$ cat config.mk
export PLATFORM = sky130hd
export DESIGN_NAME = rsch_handler
export DESIGN_NICKNAME = d
export VERILOG_FILES = /design/src/design/rsch_pkg.sv /design/src/design/rsch_handler.sv /design/src/design/rsch_nr1.sv
export SDC_FILE = /design/constraint.sdc
export NUM_CORES = 1
export LEC_CHECK = 0
export ABC_AREA = 1
export BUFFER_PORTS_ARGS = -buffer_cell sky130_fd_sc_hd__buf_4
export CORE_MARGIN = 3
export CORE_UTILIZATION = 40
export CTS_BUF_LIST = sky130_fd_sc_hd__clkbuf_4
export DETAILED_ROUTE_END_ITERATION = 7
export MAX_ROUTING_LAYER = met4
export SLEW_MARGIN = 10
export SYNTH_ARGS = -nofsm -noshare
export SYNTH_HDL_FRONTEND = slang
export SYNTH_SLANG_ARGS = --single-unit
$ cat constraint.sdc
create_clock -name core_clk -period 8.4 [get_ports core_clk]
set_input_delay 0.42 -clock core_clk [delete_from_list [all_inputs] [get_ports core_clk]]
set_output_delay 0.42 -clock core_clk [all_outputs]
set_load 0.01 [all_outputs]
$ cat src/design/rsch_pkg.sv
// What this block does
// RQ1: Clear-status command zeroes standard, measurement and comparator event registers.
// RQ2: Clear-status command also zeroes the status byte register.
// RQ3: Clear-status command leaves any pending response untouched.
// RQ4: Clear-status command carrying data parameters sets the command error flag.
// RQ5: Event-status query returns the standard register as a value 0 to 255.
// RQ6: After answering the event-status query the standard register is cleared.
// RQ7: Event-status query answer never carries a header.
// RQ8: A response longer than 300 bytes raises query error instead of delivery.
// RQ9: Standard register bits: 7 power-on, 5 command, 4 run, 3 device, 2 query.
// RQ10: Analysis starts 20 ms to 500 ms after command receipt; host tolerates it.
// RQ11: Link-error query returns the current serial error status.
// RQ12: Separate queries return the measurement and comparator event registers.
// RQ13: Header setting command switches response headers; a query reports it.
// RQ14: Invalid, unsupported or badly parameterised commands set command error.
// RQ15: Output queue overflow or loss sets the query error flag.
// RQ16: Commands are handled strictly in order, one at a time.
package rsch_pkg;
	localparam int CLK_KHZ = 200000;
	localparam int LAT_MIN_MS = 20;
	localparam int LAT_MAX_MS = 500;
	localparam int LAT_MIN_CYC = LAT_MIN_MS * CLK_KHZ;
	localparam int LAT_MAX_CYC = LAT_MAX_MS * CLK_KHZ;
	localparam int LAT_W = 27;
	localparam int LEN_W = 10;
	localparam logic [LEN_W-1:0] RESP_MAX_BYTES = 10'd300;
	localparam int SES_PON = 7;
	localparam int SES_CME = 5;
	localparam int SES_EXE = 4;
	localparam int SES_DDE = 3;
	localparam int SES_QYE = 2;
	localparam logic [7:0] SES_USED = 8'hbc;
	localparam logic [7:0] SES_RESET = 8'h80;
	localparam logic [7:0] MEAS_USED = 8'hfe;
	localparam logic [7:0] COMP_USED = 8'h7f;
	localparam int SB_MEAS = 0;
	localparam int SB_COMP = 1;
	localparam int SB_ESB = 5;
	typedef enum logic [3:0] {
		RSCH_CMD_CLS = 4'h0,
		RSCH_CMD_ESR_Q = 4'h1,
		RSCH_CMD_MEAS_Q = 4'h2,
		RSCH_CMD_COMP_Q = 4'h3,
		RSCH_CMD_LINK_Q = 4'h4,
		RSCH_CMD_HDR_SET = 4'h5,
		RSCH_CMD_HDR_Q = 4'h6,
		RSCH_CMD_START = 4'h7,
		RSCH_CMD_EXT_Q = 4'h8
	} rsch_cmd_t;
	typedef enum logic [2:0] {
		RSCH_IDLE = 3'b001,
		RSCH_RESP = 3'b010,
		RSCH_WAIT = 3'b100
	} rsch_state_t;
endpackage : rsch_pkg
$ cat src/design/rsch_handler.sv
`timescale 1ns/1ps
`default_nettype none
module rsch_handler #(
	parameter int ANALYSIS_DELAY = rsch_pkg::LAT_MIN_CYC
) (
	input wire logic core_clk,
	input wire logic reset,
	input wire logic cmd_valid,
	output logic cmd_ready,
	input wire rsch_pkg::rsch_cmd_t cmd_code,
	input wire logic cmd_has_param,
	input wire logic cmd_syntax_err,
	input wire logic cmd_header_on,
	input wire logic [rsch_pkg::LEN_W-1:0] cmd_resp_len,
	input wire logic ev_run_failure,
	input wire logic ev_device_fault,
	input wire logic ev_queue_overflow,
	input wire logic [7:0] meas_events,
	input wire logic [7:0] comp_events,
	input wire logic [7:0] link_error_status,
	output logic resp_valid,
	input wire logic resp_ready,
	output logic [7:0] resp_value,
	output logic [23:0] resp_digits,
	output logic [1:0] resp_ndigits,
	output logic resp_with_header,
	output logic ext_resp_grant,
	output logic analysis_start,
	output logic [7:0] standard_event_status,
	output logic [7:0] status_byte,
	output logic header_enable
);
	import rsch_pkg::*;

	rsch_state_t state_q, state_d;
	logic [7:0] ses_q, ses_d;
	logic [7:0] meas_q, meas_d;
	logic [7:0] comp_q, comp_d;
	logic [7:0] sb_q, sb_d;
	logic hdr_q, hdr_d;
	logic [7:0] rval_q, rval_d;
	logic [23:0] rdig_q;
	logic [1:0] rnd_q;
	logic [23:0] dig_w;
	logic [1:0] nd_w;
	logic rhdr_q, rhdr_d;
	logic grant_q, grant_d;
	logic start_q, start_d;
	logic [LAT_W-1:0] cnt_q, cnt_d;
	logic accept;
	logic bad;
	logic [7:0] ses_set;
	logic [7:0] ses_clr;
	logic meas_clr;
	logic comp_clr;
	rsch_nr1 u_nr1 (
		.value(rval_d),
		.digits(dig_w),
		.ndigits(nd_w)
	);
	assign cmd_ready = (state_q == RSCH_IDLE); // RQ16
	assign accept = cmd_valid && cmd_ready;
	assign resp_valid = (state_q == RSCH_RESP);
	assign resp_value = rval_q;
	assign resp_digits = rdig_q;
	assign resp_ndigits = rnd_q;
	assign resp_with_header = rhdr_q;
	assign ext_resp_grant = grant_q;
	assign analysis_start = start_q;
	assign standard_event_status = ses_q;
	assign status_byte = sb_q;
	assign header_enable = hdr_q;

	// Command decode, flag updates and response capture
	always_comb begin
		state_d = state_q;
		hdr_d = hdr_q;
		rval_d = rval_q;
		rhdr_d = rhdr_q;
		grant_d = 1'b0;
		start_d = 1'b0;
		cnt_d = cnt_q;
		bad = 1'b0;
		ses_set = 8'h00;
		ses_clr = 8'h00;
		meas_clr = 1'b0;
		comp_clr = 1'b0;
		ses_set[SES_EXE] = ev_run_failure;
		ses_set[SES_DDE] = ev_device_fault;
		ses_set[SES_QYE] = ev_queue_overflow; // RQ15
		unique case (state_q)
			RSCH_IDLE: begin
				if (accept) begin
					if (cmd_syntax_err) begin
						bad = 1'b1; // RQ14
					end else begin
						unique case (cmd_code)
							RSCH_CMD_CLS: begin
								if (cmd_has_param) begin
									bad = 1'b1; // RQ4
								end else begin
									ses_clr = 8'hff; // RQ1
									meas_clr = 1'b1; // RQ1
									comp_clr = 1'b1; // RQ1
								end
							end
							RSCH_CMD_ESR_Q, RSCH_CMD_MEAS_Q, RSCH_CMD_COMP_Q,
							RSCH_CMD_LINK_Q, RSCH_CMD_HDR_Q: begin
								if (cmd_has_param) begin
									bad = 1'b1; // RQ14
								end else begin
									state_d = RSCH_RESP;
									rhdr_d = hdr_q;
									unique case (cmd_code)
										RSCH_CMD_ESR_Q: begin
											rval_d = ses_q; // RQ5
											rhdr_d = 1'b0; // RQ7
											ses_clr = 8'hff; // RQ6
										end
										RSCH_CMD_MEAS_Q: begin
											rval_d = meas_q; // RQ12
											meas_clr = 1'b1;
										end
										RSCH_CMD_COMP_Q: begin
											rval_d = comp_q; // RQ12
											comp_clr = 1'b1;
										end
										RSCH_CMD_LINK_Q: begin
											rval_d = link_error_status; // RQ11
										end
										default: begin
											rval_d = {7'h00, hdr_q}; // RQ13
										end
									endcase
								end
							end
							RSCH_CMD_HDR_SET: begin
								if (cmd_has_param) begin
									hdr_d = cmd_header_on; // RQ13
								end else begin
									bad = 1'b1; // RQ14
								end
							end
							RSCH_CMD_START: begin
								if (cmd_has_param) begin
									bad = 1'b1; // RQ14
								end else begin
									state_d = RSCH_WAIT; // RQ10
									cnt_d = LAT_W'(ANALYSIS_DELAY - 1);
								end
							end
							RSCH_CMD_EXT_Q: begin
								if (cmd_resp_len > RESP_MAX_BYTES) begin
									ses_set[SES_QYE] = 1'b1; // RQ8
								end else begin
									grant_d = 1'b1;
								end
							end
							default: begin
								bad = 1'b1; // RQ14
							end
						endcase
					end
				end
			end
			RSCH_RESP: begin
				if (resp_ready) begin
					state_d = RSCH_IDLE; // RQ3
				end
			end
			RSCH_WAIT: begin
				if (cnt_q == '0) begin
					start_d = 1'b1; // RQ10
					state_d = RSCH_IDLE;
				end else begin
					cnt_d = cnt_q - 1'b1;
				end
			end
			default: begin
				state_d = RSCH_IDLE;
			end
		endcase
		ses_set[SES_CME] = bad; // RQ14
		// Set wins over clear on every flag
		ses_d = ((ses_q & ~ses_clr) | ses_set) & SES_USED; // RQ9
		meas_d = ((meas_clr ? 8'h00 : meas_q) | meas_events) & MEAS_USED;
		comp_d = ((comp_clr ? 8'h00 : comp_q) | comp_events) & COMP_USED;
		sb_d = 8'h00;
		sb_d[SB_MEAS] = |meas_d; // RQ2
		sb_d[SB_COMP] = |comp_d; // RQ2
		sb_d[SB_ESB] = |ses_d; // RQ2
	end

	always_ff @(posedge core_clk or posedge reset) begin
		if (reset) begin
			state_q <= RSCH_IDLE;
			ses_q <= SES_RESET;
			meas_q <= 8'h00;
			comp_q <= 8'h00;
			sb_q <= 8'h00;
			hdr_q <= 1'b0;
			rval_q <= 8'h00;
			rdig_q <= 24'h000000;
			rnd_q <= 2'd0;
			rhdr_q <= 1'b0;
			grant_q <= 1'b0;
			start_q <= 1'b0;
			cnt_q <= '0;
		end else begin
			state_q <= state_d;
			ses_q <= ses_d;
			meas_q <= meas_d;
			comp_q <= comp_d;
			sb_q <= sb_d;
			hdr_q <= hdr_d;
			rval_q <= rval_d;
			rdig_q <= dig_w;
			rnd_q <= nd_w;
			rhdr_q <= rhdr_d;
			grant_q <= grant_d;
			start_q <= start_d;
			cnt_q <= cnt_d;
		end
	end

	// Cycle count since a start command, only for checking
	logic [LAT_W-1:0] obs_q;
	always_ff @(posedge core_clk or posedge reset) begin
		if (reset) begin
			obs_q <= '0;
		end else if (accept && cmd_code == RSCH_CMD_START) begin
			obs_q <= '0;
		end else if (state_q == RSCH_WAIT) begin
			obs_q <= obs_q + 1'b1;
		end
	end
	logic quiet;
	assign quiet = !ev_run_failure && !ev_device_fault && !ev_queue_overflow;
endmodule : rsch_handler
`default_nettype wire

$ cat src/design/rsch_nr1.sv
`timescale 1ns/1ps
`default_nettype none
module rsch_nr1 (
	input wire logic [7:0] value,
	output logic [23:0] digits,
	output logic [1:0] ndigits
);
	logic [7:0] hun;
	logic [7:0] ten;
	logic [7:0] one;
	// Decimal digits, most significant first, in ASCII
	always_comb begin
		hun = value / 8'd100;
		ten = (value / 8'd10) % 8'd10;
		one = value % 8'd10;
		digits = {8'h30 + hun, 8'h30 + ten, 8'h30 + one};
		if (value >= 8'd100) begin
			ndigits = 2'd3;
		end else if (value >= 8'd10) begin
			ndigits = 2'd2;
		end else begin
			ndigits = 2'd1;
		end
	end
endmodule : rsch_nr1
`default_nettype wire

==> metrics.cfg <==
[die]
dieArea_um2 = 13500
die_width_um = 116
die_h_um = 116
rows = 39
ios = 104
start_util = 0.418
core-area_um2 = 11600

[sta]
whs_ps = 167
fin_skew_ps = 8.19
fmax_mhz = 192
slew_headroom = 0.452
finalHoldViolations = 0
setup_viol_count_final = 0
fin_crit_ps = 5210
tightest_slew_ps = 822
final-max-slew-violation-count = 0
finalSetupTns_ps = 0
rsz0062_at_grt = no
min_period_over_period = 0.620

[critical_path]
cp_num_buf_inv = 2
crit_fanout = 10
crit_top_cell = nand2_2
cpPeakStageDelay_ps = 590
critical_path_class = reg -> reg
r2r-end = resp_digits[14]$_DFF_PP0_
reg2regPathDepth = 36
required_ps = 8720
crit_family = simple AND/OR/NAND/NOR gates
cp_data_arrival_time_ps = 5530
r2r-start = state_q[0]$_DFFE_PP1P_
crit_path_start = state_q[0]$_DFFE_PP1P_
startpoint_type = register
cp_slowest_cell = dfstp_2
rrSetupSlack_ps = 3190
endpoint_kind = register

[global_route]
grt_pass1_vias = 3987
grt_usage = 0.180
grt_pass1_wl_um = 18800
grt_max_degree = 67
overflow = 0
grt_antenna_before_repair = 0

[placed_design]
place_congestion = 0.852
dp_cells = 834
place_hpwl_um = 8730
port_buffers = 89

[yosys]
muxShareOfSynthArea = 0
synth_top_family_by_area = simple AND/OR/NAND/NOR gates
synth.cell_area_um2 = 4850
synth_area_leader_cell = dfrtp_1
synthTopCellsByArea = dfrtp_1 (42%), nand2_1 (7.9%), inv_1 (7.1%), a21oi_1 (4.4%), nor2_1 (4.2%)
synth_warnings = 0
synthCells = 605
synth_compound_area_frac = 0.132
syn_area_per_cell_um2 = 8.02
synth_cell_types = 48
postSynth.asyncResetShare = 1.00
synth_edf_count = 0
synth_fa_ha_area_frac = 0.0309
yosysTopAreaCellShare = 0.423
synth-xor-area-share = 0.0108
yosys.cell_count.top_type = nand2_1
seq_area_frac_synth = 0.434
synthFlopType = dfrtp_1
synth-simple-area-share = 0.289
synth_commonest_cells = nand2_1 (102), inv_1 (92), dfrtp_1 (82)
ys_ff_latch = 84

[clocking]
cts.sink_count = 84
cts_resized = 0
cts_tree = yes
cts_buffers = 9
clk_latency_ps = 430
clk_pin_slew_ps = 120
clock_path_buffers = 2
htreeDepth = 3
cts_setup_buffers = 0
ctsHoldBuffers = 1
root_buffer = clkbuf_4

[hold_path]
hold_depth = 3
hold_end = meas_q[1]$_DFF_PP0_
hp-start = meas_events[1]
hp-class = in -> reg

[power]
swShare = 0.236
pwr-share-comb = 0.070
ir_drop_v = 0.0000627
leakagePower_nw = 2.86
power_density_nw_per_um2 = 112
p_int_mw = 0.494
pwr-share-clk = 0.304
p_sw_mw = 0.152
sequentialPowerShare = 0.626

[finish]
layout.cells.non_filler = 848
diodes = 0
drive_gt1_frac = 0.241
final_nets = 763
syn2layout_area_growth_pct = 18.5
fillers = 1172

[routing]
vias = 4127
drtAntennaViolNets = 0
drt_iter0_drc = 198
wl_per_cell_um = 13.0
wl_um = 11000
drc = 0
vias_per_cell = 4.87
firstDrtPassIters = 4

[flow_run]
max_cap_viol_count = 0

[status]
status = completed

power groups by stage:
stage | clock [mW] | combinational (mW) | sequential [mW]
2_1_floorplan | 0 | 0.0248 | 0.413
3_3_place_gp | 0 | 0.0450 | 0.412
4_1_cts | 0.208 | 0.0460 | 0.405
5_1_grt | 0.226 | 0.0509 | 0.405
6_report | 0.196 | 0.0452 | 0.405
3_5_place_dp | 0 | 0.0456 | 0.412
tightest hold or removal path, stage by stage:
cell and delay (ps):
buf_4 80, a21oi_1 40, inv_1 40
flip-flops by register name, summed over array words and instances (netlist names), 2 cells and up:
name and cells:
state_q 3, comp_q 7, resp_digits 19, cnt_q 27
resp_value 7, status_byte 3, standard_event_status 5, meas_q 7
resp_ndigits 2
per-layer routing:
layer / vias up / share of wire / global-route usage
met5: - / 0 / -
li1: 2134 / - / -
met4: 0 / 0.012 / 0.0565
met2: 92 / 0.46 / 0.275
met3: 14 / 0.048 / 0.0378
met1: 1887 / 0.48 / 0.243
layout make-up:
type | count | area, µm² | area share
Sequential cell | 84 | 2100 | 0.366
Tap cell | 143 | 179 | 0.0311
Multi-Input combinational cell | 414 | 2290 | 0.399
Clock buffer | 13 | 97.6 | 0.0170
Timing Repair Buffer | 92 | 693 | 0.121
Inverter | 102 | 384 | 0.0668
per-stage QoR:
| step | power (mW) | util | cell area [µm²] | setup slack (ps) |
|---|---|---|---|---|
| final | 0.646 | 0.495 | 5750 | 3190 |
| after floorplan | 0.437 | - | 4890 | 3850 |
| after global routing | 0.681 | 0.495 | 5750 | 2530 |
| after global placement | 0.457 | 0.486 | 5640 | 3130 |
| after CTS | 0.658 | 0.495 | 5750 | 3150 |
| after detailed placement | 0.458 | 0.486 | 5640 | 2990 |
cell families (layout without fill, tap and decap cells):
logic type,after synthesis,count (layout)
other cells,2,13
compound gates,108,108
fa+ha+maj,12,12
flops,84,84
xor+xnor,6,6
simple gates,275,275
buf+inv,118,207
worst max-delay path by stage:
stage | end | slack [ps] | cells after the start
floorplan | resp_digits[14]$_DFF_PP0_ | 3850 | 37
global placement | resp_digits[14]$_DFF_PP0_ | 3130 | 38
detailed placement | resp_digits[14]$_DFF_PP0_ | 2990 | 38
CTS | resp_digits[14]$_DFF_PP0_ | 3150 | 36
global route | resp_digits[14]$_DFF_PP0_ | 2530 | 37
finish | resp_digits[14]$_DFF_PP0_ | 3190 | 36
placed cells by master, fill, tap and decap left out, drive strengths merged:
cell,count
dfstp,2
nand4,13
o31ai,2
o21a,3
nor3b,1
nand3b,2
conb,13
a32o,1
dlygate4sd3,1
o21bai,4
inv,100
nor4b,1
a22oi,1
a22o,1
a21o,4
o2111ai,2
nor4,3
o311a,1
ha,12
o21ai,36
or2,4
o211ai,1
a221oi,2
clkinv,2
nand2,128
nor2,65
dfrtp,82
a21boi,1
a21oi,45
xnor2,1
xor2,5
a31oi,4
nand3,44
clkbuf,13
buf,91
nor3,14
No activity file was read; power rests on OpenSTA's default activity.
